==> src/verilog/smc_pkg.sv <==
// shared constants and types for the standby mode controller
package smc_pkg;
	localparam int unsigned CLK_FREQ_MHZ          = 50;

	// register byte offsets
	localparam logic [3:0]  OFS_STANDBY_CTRL      = 4'h0;
	localparam logic [3:0]  OFS_SYS_CLK_CTRL2     = 4'h4;
	localparam logic [3:0]  OFS_STATUS            = 4'h8;

	// standby_control_reg fields
	localparam int unsigned STOP_REQUEST_BIT      = 0;
	localparam int unsigned WATCH_REQUEST_BIT     = 1;
	localparam int unsigned PIN_STATE_SELECT_BIT  = 2;

	// system_clock_control_reg2 fields
	localparam int unsigned CLOCK_MODE_MONITOR_LO = 0;
	localparam int unsigned CLOCK_MODE_MONITOR_HI = 1;
	localparam int unsigned SUB_OSC_ENABLE_BIT    = 2;
	localparam int unsigned SUB_RC_OSC_ENABLE_BIT = 3;

	// status register fields
	localparam int unsigned STAT_STATE_LSB        = 0;
	localparam int unsigned STAT_WAKE_LSB         = 4;
	localparam int unsigned STAT_RESTORE_LSB      = 8;
	localparam int unsigned STAT_WDT_STBY         = 12;

	// clock mode codes as seen on the monitor bits
	localparam logic [1:0]  CLK_MODE_SUB_RC       = 2'h0;
	localparam logic [1:0]  CLK_MODE_SUB_OSC      = 2'h1;
	localparam logic [1:0]  CLK_MODE_MAIN_RC      = 2'h2;
	localparam logic [1:0]  CLK_MODE_MAIN_OSC     = 2'h3;

	// reset values
	localparam logic [1:0]  CLK_MODE_RST          = CLK_MODE_MAIN_RC;
	localparam logic        PIN_SEL_RST           = 1'b0;
	localparam logic        SUB_OSC_EN_RST        = 1'b0;
	localparam logic        SUB_RC_EN_RST         = 1'b1;

	// timing
	localparam int unsigned ENTRY_DELAY_CYC       = 4;
	localparam int unsigned STAB_MAIN_OSC_US      = 200;
	localparam int unsigned STAB_MAIN_RC_US       = 10;
	localparam int unsigned STAB_SUB_US           = 1000;
	localparam int unsigned STAB_MAIN_OSC_CYC     = STAB_MAIN_OSC_US * CLK_FREQ_MHZ;
	localparam int unsigned STAB_MAIN_RC_CYC      = STAB_MAIN_RC_US * CLK_FREQ_MHZ;
	localparam int unsigned STAB_SUB_CYC          = STAB_SUB_US * CLK_FREQ_MHZ;
	localparam int unsigned CNT_W                 = 16;

	// enable vector positions
	localparam int unsigned EN_MAIN_OSC           = 0;
	localparam int unsigned EN_MAIN_RC            = 1;
	localparam int unsigned EN_SUB_OSC            = 2;
	localparam int unsigned EN_SUB_RC             = 3;
	localparam int unsigned EN_CPU_CLK            = 4;
	localparam int unsigned EN_PERIPH_CLK         = 5;
	localparam int unsigned EN_TBT                = 6;
	localparam int unsigned EN_WATCH_PRESC        = 7;
	localparam int unsigned EN_WDT                = 8;
	localparam int unsigned EN_PIN_HOLD           = 9;
	localparam int unsigned EN_PIN_HIZ            = 10;
	localparam int unsigned EN_W                  = 11;
	localparam logic [10:0] EN_RST                = 11'h1FB;

	typedef enum logic [2:0] {
		SMC_RUN,
		SMC_ENTRY,
		SMC_STOP,
		SMC_TBT,
		SMC_WATCH,
		SMC_STAB
	} smc_state_t;
endpackage

==> src/verilog/smc_standby_ctrl.sv <==
// standby mode sequencer with avalon-mm register slave
// Function
// RQ1 - stop mode halts main oscillator, main rc and sub oscillator clocks.
// RQ2 - stop keeps registers and ram, only external interrupt and lvd reset live.
// RQ3 - watchdog enabled in standby keeps sub rc clock and watchdog running.
// RQ4 - writing one to the stop request bit enters stop mode.
// RQ5 - pin select zero holds pins, one floats them in every standby mode.
// RQ6 - stop is left only on reset or external interrupt; code also leaves it on watch prescaler interrupt with standby watchdog.
// RQ7 - with standby watchdog, watch prescaler runs in stop and its interrupt wakes.
// RQ8 - software should mask time-base timer interrupts before stop from main modes.
// RQ9 - software should mask watch prescaler interrupts before stop from sub modes.
// RQ10 - after interrupt wake peripherals resume where paused; software reinitialises them.
// RQ11 - time-base timer mode runs only oscillators, timer and prescaler; cpu stopped.
// RQ12 - in time-base timer mode sub clocks follow enables; prescaler follows sub oscillator.
// RQ13 - watch request in main clock modes enters time-base timer mode.
// RQ14 - time-base timer mode left on reset, timer, external or prescaler interrupt.
// RQ15 - watch mode runs only sub clocks and watch prescaler; cpu stopped.
// RQ16 - watch request in sub clock modes enters watch mode.
// RQ17 - watch mode left on reset, watch prescaler or external interrupt.
// RQ18 - standby starts four machine cycles after the control write.
// RQ19 - pending high-level request cancels entry; high requests wake regardless of masking.
// RQ20 - reset returns to main rc mode; interrupt returns to previous clock mode.
// RQ21 - external wake from stop waits the current mode's stabilisation time.
`timescale 1ns/1ps
module smc_standby_ctrl
	import smc_pkg::*;
#(
	parameter int unsigned STAB_MAIN_OSC = STAB_MAIN_OSC_CYC,
	parameter int unsigned STAB_SUB      = STAB_SUB_CYC
) (
	input  wire logic        clk_sys_in,
	input  wire logic        rstn_in,
	input  wire logic [3:0]  avs_address_in,
	input  wire logic        avs_read_in,
	input  wire logic        avs_write_in,
	input  wire logic [31:0] avs_writedata_in,
	input  wire logic [3:0]  avs_byteenable_in,
	output logic      [31:0] avs_readdata_out,
	output logic             avs_waitrequest_out,
	input  wire logic [1:0]  clock_mode_monitor_in,
	input  wire logic        irq_hi_pend_in,
	input  wire logic        wdt_standby_en_in,
	input  wire logic        ext_irq_in,
	input  wire logic        tbt_irq_in,
	input  wire logic        watch_presc_irq_in,
	output logic             main_osc_en_out,
	output logic             main_rc_en_out,
	output logic             sub_osc_en_out,
	output logic             sub_rc_en_out,
	output logic             cpu_clk_en_out,
	output logic             periph_clk_en_out,
	output logic             tbt_en_out,
	output logic             watch_presc_en_out,
	output logic             wdt_run_out,
	output logic             pin_hold_out,
	output logic             pin_hiz_out,
	output logic [2:0]       standby_state_out,
	output logic [1:0]       clock_mode_restore_out,
	output logic             wake_pulse_out
);
	initial begin
		if (STAB_MAIN_OSC < 1 || STAB_MAIN_OSC >= (1 << CNT_W)) begin
			$error("smc_standby_ctrl: STAB_MAIN_OSC out of range");
		end
		if (STAB_SUB < 1 || STAB_SUB >= (1 << CNT_W)) begin
			$error("smc_standby_ctrl: STAB_SUB out of range");
		end
	end

	logic             bus_req;
	logic             ack_ff;
	logic             wr_take;
	logic             stby_wr;
	logic             clk2_wr;
	logic             stop_wr;
	logic             watch_wr;
	logic             entry_ok;
	logic [31:0]      nxt_readdata;
	logic [31:0]      readdata_ff;
	logic             pin_sel_ff;
	logic             sub_osc_bit_ff;
	logic             sub_rc_bit_ff;
	logic [2:0]       irq_sync;
	logic             ext_irq;
	logic             tbt_irq;
	logic             wp_irq;
	smc_state_t       state_ff;
	smc_state_t       nxt_state;
	smc_state_t       target_ff;
	smc_state_t       nxt_target;
	logic [CNT_W-1:0] cnt_ff;
	logic [CNT_W-1:0] nxt_cnt;
	logic [1:0]       saved_mode_ff;
	logic [1:0]       restore_ff;
	logic [2:0]       wake_cause_ff;
	logic             wake_ff;
	logic             int_wake;
	logic [EN_W-1:0]  nxt_en;
	logic [EN_W-1:0]  en_ff;
	logic             mode_is_main;
	logic             stop_wake;
	logic             tbt_wake;
	logic             watch_wake;

	// interrupt lines come from peripherals on their own clocks
	smc_sync2 #(
		.WIDTH(3)
	) u_irq_sync (
		.clk_sys_in (clk_sys_in),
		.rstn_in    (rstn_in),
		.async_in   ({watch_presc_irq_in, tbt_irq_in, ext_irq_in}),
		.sync_out   (irq_sync)
	);

	assign ext_irq = irq_sync[0];
	assign tbt_irq = irq_sync[1];
	assign wp_irq  = irq_sync[2];

	// one wait state on every access
	assign bus_req             = avs_read_in | avs_write_in;
	assign avs_waitrequest_out = bus_req & ~ack_ff;
	assign avs_readdata_out    = readdata_ff;
	assign wr_take             = avs_write_in & ack_ff & avs_byteenable_in[0];
	assign stby_wr             = wr_take && (avs_address_in == OFS_STANDBY_CTRL);
	assign clk2_wr             = wr_take && (avs_address_in == OFS_SYS_CLK_CTRL2);
	assign stop_wr             = stby_wr & avs_writedata_in[STOP_REQUEST_BIT];
	assign watch_wr            = stby_wr & avs_writedata_in[WATCH_REQUEST_BIT];
	// write is dropped while a high-level request is pending
	assign entry_ok            = (stop_wr | watch_wr) && (state_ff == SMC_RUN) && !irq_hi_pend_in; // RQ19

	assign mode_is_main        = clock_mode_monitor_in[CLOCK_MODE_MONITOR_HI];

	always_ff @(posedge clk_sys_in or negedge rstn_in) begin
		if (!rstn_in) begin
			ack_ff <= 1'b0;
		end else begin
			ack_ff <= bus_req & ~ack_ff;
		end
	end

	always_comb begin
		nxt_readdata = '0;
		unique case (avs_address_in)
			OFS_STANDBY_CTRL: begin
				nxt_readdata[PIN_STATE_SELECT_BIT] = pin_sel_ff;
			end
			OFS_SYS_CLK_CTRL2: begin
				nxt_readdata[CLOCK_MODE_MONITOR_HI] = clock_mode_monitor_in[1];
				nxt_readdata[CLOCK_MODE_MONITOR_LO] = clock_mode_monitor_in[0];
				nxt_readdata[SUB_OSC_ENABLE_BIT]    = sub_osc_bit_ff;
				nxt_readdata[SUB_RC_OSC_ENABLE_BIT] = sub_rc_bit_ff;
			end
			OFS_STATUS: begin
				nxt_readdata[STAT_STATE_LSB +: 3]   = 3'(state_ff);
				nxt_readdata[STAT_WAKE_LSB +: 3]    = wake_cause_ff;
				nxt_readdata[STAT_RESTORE_LSB +: 2] = restore_ff;
				nxt_readdata[STAT_WDT_STBY]         = wdt_standby_en_in;
			end
			default: begin
				nxt_readdata = '0;
			end
		endcase
	end

	always_ff @(posedge clk_sys_in or negedge rstn_in) begin
		if (!rstn_in) begin
			readdata_ff <= '0;
		end else if (bus_req & ~ack_ff) begin
			readdata_ff <= nxt_readdata;
		end
	end

	always_ff @(posedge clk_sys_in or negedge rstn_in) begin
		if (!rstn_in) begin
			pin_sel_ff <= PIN_SEL_RST;
		end else if (stby_wr && (state_ff == SMC_RUN) && !irq_hi_pend_in) begin // RQ19
			pin_sel_ff <= avs_writedata_in[PIN_STATE_SELECT_BIT];
		end
	end

	always_ff @(posedge clk_sys_in or negedge rstn_in) begin
		if (!rstn_in) begin
			sub_osc_bit_ff <= SUB_OSC_EN_RST;
			sub_rc_bit_ff  <= SUB_RC_EN_RST;
		end else if (clk2_wr) begin
			sub_osc_bit_ff <= avs_writedata_in[SUB_OSC_ENABLE_BIT];
			sub_rc_bit_ff  <= avs_writedata_in[SUB_RC_OSC_ENABLE_BIT];
		end
	end

	// wake sources are taken straight, the cpu mask is not consulted
	assign stop_wake  = ext_irq | (wdt_standby_en_in & wp_irq); // RQ6 RQ7 RQ19
	assign tbt_wake   = ext_irq | tbt_irq | (sub_osc_bit_ff & wp_irq); // RQ14
	assign watch_wake = ext_irq | wp_irq; // RQ17

	always_comb begin
		nxt_target = target_ff;
		if (entry_ok) begin
			if (stop_wr) begin
				nxt_target = SMC_STOP; // RQ4
			end else if (mode_is_main) begin
				nxt_target = SMC_TBT; // RQ13
			end else begin
				nxt_target = SMC_WATCH; // RQ16
			end
		end
	end

	always_comb begin
		nxt_state = state_ff;
		nxt_cnt   = cnt_ff;
		unique case (state_ff)
			SMC_RUN: begin
				if (entry_ok) begin
					nxt_state = SMC_ENTRY;
					nxt_cnt   = CNT_W'(ENTRY_DELAY_CYC - 1); // RQ18
				end
			end
			SMC_ENTRY: begin
				// cpu still runs here, so a late high request can still cancel
				if (irq_hi_pend_in) begin
					nxt_state = SMC_RUN; // RQ19
				end else if (cnt_ff == '0) begin
					nxt_state = target_ff; // RQ18
				end else begin
					nxt_cnt = cnt_ff - 1'b1;
				end
			end
			SMC_STOP: begin
				if (stop_wake) begin
					nxt_state = SMC_STAB; // RQ21
					unique case (saved_mode_ff)
						CLK_MODE_MAIN_OSC: nxt_cnt = CNT_W'(STAB_MAIN_OSC - 1);
						CLK_MODE_MAIN_RC:  nxt_cnt = CNT_W'(STAB_MAIN_RC_CYC - 1);
						CLK_MODE_SUB_OSC:  nxt_cnt = CNT_W'(STAB_SUB - 1);
						CLK_MODE_SUB_RC:   nxt_cnt = CNT_W'(STAB_SUB - 1);
					endcase
				end
			end
			SMC_STAB: begin
				if (cnt_ff == '0) begin
					nxt_state = SMC_RUN; // RQ21
				end else begin
					nxt_cnt = cnt_ff - 1'b1;
				end
			end
			SMC_TBT: begin
				if (tbt_wake) begin
					nxt_state = SMC_RUN; // RQ14
				end
			end
			SMC_WATCH: begin
				if (watch_wake) begin
					nxt_state = SMC_RUN; // RQ17
				end
			end
			default: begin
				nxt_state = SMC_RUN;
				nxt_cnt   = '0;
			end
		endcase
	end

	always_ff @(posedge clk_sys_in or negedge rstn_in) begin
		if (!rstn_in) begin
			state_ff  <= SMC_RUN;
			target_ff <= SMC_STOP;
			cnt_ff    <= '0;
		end else begin
			state_ff  <= nxt_state;
			target_ff <= nxt_target;
			cnt_ff    <= nxt_cnt;
		end
	end

	// the mode is caught at the accepted write, before the clock controller moves
	always_ff @(posedge clk_sys_in or negedge rstn_in) begin
		if (!rstn_in) begin
			saved_mode_ff <= CLK_MODE_RST;
		end else if (entry_ok) begin
			saved_mode_ff <= clock_mode_monitor_in;
		end
	end

	assign int_wake = (state_ff == SMC_TBT || state_ff == SMC_WATCH || state_ff == SMC_STAB)
		&& (nxt_state == SMC_RUN);

	always_ff @(posedge clk_sys_in or negedge rstn_in) begin
		if (!rstn_in) begin
			restore_ff <= CLK_MODE_RST; // RQ20
			wake_ff    <= 1'b0;
		end else begin
			wake_ff <= int_wake;
			if (int_wake) begin
				restore_ff <= saved_mode_ff; // RQ20
			end
		end
	end

	// cause bits: external, time-base timer, watch prescaler
	always_ff @(posedge clk_sys_in or negedge rstn_in) begin
		if (!rstn_in) begin
			wake_cause_ff <= '0;
		end else if (entry_ok) begin
			wake_cause_ff <= '0;
		end else if ((state_ff == SMC_STOP && stop_wake) || (state_ff == SMC_TBT && tbt_wake)
			|| (state_ff == SMC_WATCH && watch_wake)) begin
			wake_cause_ff <= {wp_irq, tbt_irq, ext_irq};
		end
	end

	always_comb begin
		nxt_en = '0;
		unique case (nxt_state)
			SMC_RUN, SMC_ENTRY, SMC_STAB: begin
				nxt_en[EN_MAIN_OSC]    = 1'b1;
				nxt_en[EN_MAIN_RC]     = 1'b1;
				nxt_en[EN_SUB_OSC]     = sub_osc_bit_ff;
				nxt_en[EN_SUB_RC]      = sub_rc_bit_ff | wdt_standby_en_in;
				nxt_en[EN_TBT]         = 1'b1;
				nxt_en[EN_WATCH_PRESC] = 1'b1;
				// clocks simply resume, peripheral state is never reset here
				nxt_en[EN_CPU_CLK]     = (nxt_state != SMC_STAB); // RQ10
				nxt_en[EN_PERIPH_CLK]  = (nxt_state != SMC_STAB); // RQ10
				nxt_en[EN_WDT]         = (nxt_state != SMC_STAB) | wdt_standby_en_in; // RQ3
			end
			SMC_STOP: begin
				// main and sub oscillators off, sub rc only for the standby watchdog; ram and registers keep their value without a clock
				nxt_en[EN_SUB_RC]      = wdt_standby_en_in; // RQ1 RQ2 RQ3
				nxt_en[EN_WDT]         = wdt_standby_en_in; // RQ3
				nxt_en[EN_WATCH_PRESC] = wdt_standby_en_in; // RQ7
			end
			SMC_TBT: begin
				nxt_en[EN_MAIN_OSC]    = 1'b1; // RQ11
				nxt_en[EN_TBT]         = 1'b1; // RQ11
				nxt_en[EN_SUB_OSC]     = sub_osc_bit_ff; // RQ12
				nxt_en[EN_SUB_RC]      = sub_rc_bit_ff | wdt_standby_en_in; // RQ12 RQ3
				nxt_en[EN_WATCH_PRESC] = sub_osc_bit_ff; // RQ12
				nxt_en[EN_WDT]         = wdt_standby_en_in; // RQ3
			end
			SMC_WATCH: begin
				nxt_en[EN_SUB_OSC]     = sub_osc_bit_ff; // RQ15
				nxt_en[EN_SUB_RC]      = sub_rc_bit_ff | wdt_standby_en_in; // RQ15 RQ3
				nxt_en[EN_WATCH_PRESC] = 1'b1; // RQ15
				nxt_en[EN_WDT]         = wdt_standby_en_in; // RQ3
			end
		endcase
		if (nxt_state == SMC_STOP || nxt_state == SMC_TBT || nxt_state == SMC_WATCH || nxt_state == SMC_STAB) begin
			nxt_en[EN_PIN_HOLD] = ~pin_sel_ff; // RQ5
			nxt_en[EN_PIN_HIZ]  = pin_sel_ff; // RQ5
		end
	end

	always_ff @(posedge clk_sys_in or negedge rstn_in) begin
		if (!rstn_in) begin
			en_ff <= EN_RST;
		end else begin
			en_ff <= nxt_en;
		end
	end

	assign main_osc_en_out        = en_ff[EN_MAIN_OSC];
	assign main_rc_en_out         = en_ff[EN_MAIN_RC];
	assign sub_osc_en_out         = en_ff[EN_SUB_OSC];
	assign sub_rc_en_out          = en_ff[EN_SUB_RC];
	assign cpu_clk_en_out         = en_ff[EN_CPU_CLK];
	assign periph_clk_en_out      = en_ff[EN_PERIPH_CLK];
	assign tbt_en_out             = en_ff[EN_TBT];
	assign watch_presc_en_out     = en_ff[EN_WATCH_PRESC];
	assign wdt_run_out            = en_ff[EN_WDT];
	assign pin_hold_out           = en_ff[EN_PIN_HOLD];
	assign pin_hiz_out            = en_ff[EN_PIN_HIZ];
	assign standby_state_out      = 3'(state_ff);
	assign clock_mode_restore_out = restore_ff;
	assign wake_pulse_out         = wake_ff;
endmodule // smc_standby_ctrl

==> src/verilog/smc_sync2.sv <==
// two-flop synchroniser for asynchronous level inputs
`timescale 1ns/1ps
module smc_sync2 #(
	parameter int unsigned WIDTH = 1
) (
	input  wire logic             clk_sys_in,
	input  wire logic             rstn_in,
	input  wire logic [WIDTH-1:0] async_in,
	output logic      [WIDTH-1:0] sync_out
);
	logic [WIDTH-1:0] meta_ff;
	logic [WIDTH-1:0] sync_ff;

	initial begin
		if (WIDTH < 1) begin
			$error("smc_sync2: WIDTH must be at least 1");
		end
	end

	always_ff @(posedge clk_sys_in or negedge rstn_in) begin
		if (!rstn_in) begin
			meta_ff <= '0;
			sync_ff <= '0;
		end else begin
			meta_ff <= async_in;
			sync_ff <= meta_ff;
		end
	end

	assign sync_out = sync_ff;
endmodule // smc_sync2
==> config.mk <==
export PLATFORM = sky130hd
export DESIGN_NAME = smc_standby_ctrl
export DESIGN_NICKNAME = d
export VERILOG_FILES = /design/src/verilog/smc_pkg.sv /design/src/verilog/smc_standby_ctrl.sv /design/src/verilog/smc_sync2.sv
export SDC_FILE = /design/constraint.sdc
export NUM_CORES = 1
export LEC_CHECK = 0
export CORE_ASPECT_RATIO = 0.9
export CORE_MARGIN = 8
export CORE_UTILIZATION = 55
export DETAILED_ROUTE_END_ITERATION = 8
export DONT_BUFFER_PORTS = 1
export GPL_ROUTABILITY_DRIVEN = 0
export MAX_ROUTING_LAYER = met4
export PLACE_DENSITY_LB_ADDON = 0.12
export SETUP_SLACK_MARGIN = 0.2
export SLEW_MARGIN = 20
export SYNTH_ARGS = -nofsm -noshare
export SYNTH_HDL_FRONTEND = slang
export SYNTH_SLANG_ARGS = --single-unit
==> constraint.sdc <==
create_clock -name clk_sys_in -period 2.1 [get_ports clk_sys_in]
set_input_delay 0.105 -clock clk_sys_in [delete_from_list [all_inputs] [get_ports clk_sys_in]]
set_output_delay 0.105 -clock clk_sys_in [all_outputs]
set_load 0.01 [all_outputs]
==> metrics.csv <==
stage,metric,value,unit
die,rows,25,
critical_path,cp_top_family,compound AO/OA/AOI/OAI gates,
placement,portBuffers,0,
cells_and_area,drive_gt1_share,31.93,%
cells_and_area,layoutNonFillerInstCount,424,
synth,synth_edf_count,0,
critical_path,start_kind,register,
timing,grt_setup_unrepaired,yes,
global_routing,gr-total-overflow,0,
detailed_routing,vias,2401,
power,p_per_area,774.3,mW/mm^2
run,maxCapViolations,0,
die,die_h,86.19,um
critical_path,critPathMaxStageDelay,0.39,ns
min_path,worstHoldStart,clock_mode_monitor_in[1],
critical_path,worstPathMaxFanout,6,
die,initial_core_util,57.29,%
critical_path,worst_path_most_repeated_cell,buf_4,
power,power,2.885,mW
power,vdd.ir_drop.worst,0.7019,mV
timing,finalSetupViolations,0,
synth,synth_area,0.003010,sq mm
clocking,numCtsBuffers,9,
placement,placed_cells,384,
synth,synth_cell_types,55,
global_routing,globalRouteTotalUtil,19.27,%
critical_path,crit_slowest_cell,dfrtp_1,
cells_and_area,final_cell_mix,"dfrtp_1, buf_4, conb_1, nor2_1",
detailed_routing,drt-initial-drc-count,137,
clocking,insertion_delay,0.34,ns
critical_path,r2r-end,en_ff[3]$_DFF_PN1_,
clocking,cts_num_sinks,59,
timing,clock_skew,0.009123,ns
global_routing,antenna_found_initial,0,
cells_and_area,syn_to_final_growth,23.77,%
critical_path,cp.arrival,2.25,ns
global_routing,gr-max-usage-layer,met2,
timing,slew_viol_final,0,
timing,fin_crit,1.982,ns
critical_path,ff2ff_setup_slack,0.12,ns
critical_path,reg2regPathDepth,7,
global_routing,grt_pass1_vias,2329,
detailed_routing,dr.pass1.iters,4,
detailed_routing,drcViolationCount,0,
cells_and_area,diodes,0,
cells_and_area,final_nets,405,
clocking,cts.reportedPaths.clkPinSlew,0.07,ns
synth,avgSynthCellArea,9.711,sq um
timing,fmax,504.4,MHz
synth,yosysSeqAreaShare,49.46,%
synth,postSynth.asyncResetShare,100.0,%
clocking,cts_buffer_depth,2,
detailed_routing,via_per_inst,5.663,
die,die_w,93.99,um
synth,ys.flop_type,dfrtp_1,
min_path,hold_path.class,primary input to register,
synth,syn_inst,310,
min_path,hold_path_end,avs_readdata_out[1]$_DFFE_PN0P_,
synth,yosys_warnings,0,
placement,dp_hpwl,5.147,mm
cells_and_area,layout_commonest_cell,dfrtp_1,
clocking,cts_tree,built,
global_routing,grtUsageMet2,28.16,%
timing,finalCritPeriodShare,94.40,%
clocking,cts_root_buf,clkbuf_8,
critical_path,criticalPathCategory,register to register,
global_routing,grt_pass1_wl,11.75,mm
die,core_area,0.005255,sq mm
detailed_routing,ant_nets,0,
min_path,hold_depth,2,
detailed_routing,drt-wirelength-per-cell,17.83,um
critical_path,endpoint_kind,register,
die,ios,101,
critical_path,worstPathCellList,nor3_1 -> nand4_1 -> buf_4 -> o221ai_4 -> buf_4 -> o21ai_2 -> a21o_1,
detailed_routing,wl,7.559,mm
status,status,"complete, no violations",
critical_path,rr_startpoint,cnt_ff[9]$_DFFE_PN0P_,
global_routing,met3_usage,6.995,%
critical_path,crit_required,2.37,ns
critical_path,cp_num_buf_inv,2,
die,die_area,0.008100,sq mm
global_routing,grt_max_degree,60,
timing,hold_violations,0,
power,p_leak,1.678,nW
clocking,cts-htree-levels,3,
synth,ys_ff_latch,59,
global_routing,use_met1,24.50,%
==> stage by stage <==
stage	instance area (sq um)	util, %	worst slack [ns]	hold slack, ns	setup TNS (ns)
2_1_floorplan	3143	-	0.04361	-0.1906	0
3_3_place_gp	3156	60.05	0.005313	-0.1892	0
3_5_place_dp	3156	60.05	-0.06646	-0.1894	-0.1190
4_1_cts	3571	67.95	0.1538	0.01556	0
5_1_grt	3726	70.90	0.05139	0.05613	0
6_report	3726	70.90	0.1176	0.01693	0
==> power breakdown <==
part	switching (mW)	leakage (nW)	total (mW)	internal, mW
clock network	0.452	0.0950	0.993	0.542
registers	0.0625	0.764	1.28	1.22
logic	0.364	0.818	0.614	0.250
total	0.878	1.68	2.89	2.01
==> registers in the layout, summed over array words and instances (netlist names) <==
| signal | count |
|---|---|
| pin_sel_ff | 1 |
| u_irq_sync.meta_ff | 3 |
| sub_rc_bit_ff | 1 |
| target_ff | 3 |
| wake_cause_ff | 3 |
| clock_mode_restore_out | 2 |
| en_ff | 9 |
| avs_readdata_out | 10 |
| saved_mode_ff | 2 |
| cnt_ff | 16 |
| ack_ff | 1 |
| sub_osc_bit_ff | 1 |
| wake_pulse_out | 1 |
| u_irq_sync.sync_out | 3 |
| standby_state_out | 3 |
==> per-layer routing <==
layer	part of all wire, %	vias to the layer above
met2	47	88
li1	-	1140
met5	0	-
met1	45	1169
met4	0.74	0
met3	7.4	4
==> how the worst max path moves through the flow <==
stage,from,end,depth (start not counted)
after floorplan,standby_state_out[1]$_DFF_PN0_,en_ff[2]$_DFF_PN0_,8
after global placement,cnt_ff[13]$_DFFE_PN0P_,cnt_ff[3]$_DFFE_PN0P_,7
after detailed placement,cnt_ff[13]$_DFFE_PN0P_,cnt_ff[2]$_DFFE_PN0P_,7
after CTS,cnt_ff[10]$_DFFE_PN0P_,en_ff[3]$_DFF_PN1_,7
after global routing,cnt_ff[10]$_DFFE_PN0P_,en_ff[3]$_DFF_PN1_,7
final,cnt_ff[9]$_DFFE_PN0P_,en_ff[3]$_DFF_PN1_,7
==> synth_stat cells, types with 3 or more instances <==
library cell  number  share of area [%]
a22oi_1            3               0.75
nor2b_1            6                1.2
nor3_1             9                1.5
nand2b_1           6                1.2
buf_4             24                6.0
and2_1             3               0.62
clkbuf_1           8                1.0
o22ai_1            3               0.62
nand3_1            6                1.0
nor2_1            27                3.4
nor4_1             3               0.62
inv_1             13                1.6
dfstp_2           10                8.7
a22o_1             6                1.7
mux2_2             6                2.2
o21ai_0           34                5.7
a31o_2             4                1.2
dfrtp_1           49                 41
nand2_1           18                2.2
a31oi_1            7                1.5
and3_1             3               0.62
a21oi_1           20                3.3
==> worst register-to-register path: stages, from the launching register on <==
cell and delay (ns):
dfrtp_1 0.39, nor3_1 0.35, nand4_1 0.21, buf_4 0.20
o221ai_4 0.31, buf_4 0.20, o21ai_2 0.06, a21o_1 0.19
==> cell families after synthesis <==
| group | Yosys count | share of synthesized area, % |
|---|---|---|
| AND/OR/NAND/NOR | 99 | 17.83 |
| AO/OA/AOI/OAI | 93 | 19.53 |
| flip-flops | 59 | 49.46 |
| buffers and inverters | 49 | 9.684 |
| multiplexers | 6 | 2.244 |
| adder cells (fa/ha/maj) | 2 | 0.8311 |
| other | 1 | 0.1246 |
| XOR/XNOR | 1 | 0.2910 |
==> what timing repair did <==
item | in CTS | in global routing
gates cloned | 0 | 1
resized for setup | 9 | 44
hold buffers | 11 | 0
setup endpoints to repair | 23 | 29
setup buffers | 4 | 8
hold endpoints to repair | 74 | 0
pin swaps | 8 | 6
==> final cells by class <==
class                   instances  area, sq um
well taps                      67        83.83
flip-flops and latches         59         1489
fillers                       397         1529
clock inverters                 7        68.82
clock buffers                   9        123.9
inverters                      13        48.80
repair buffers                 46        440.4
multi-input cells             223         1471
Note: power is estimated with default switching activity, not from simulation.
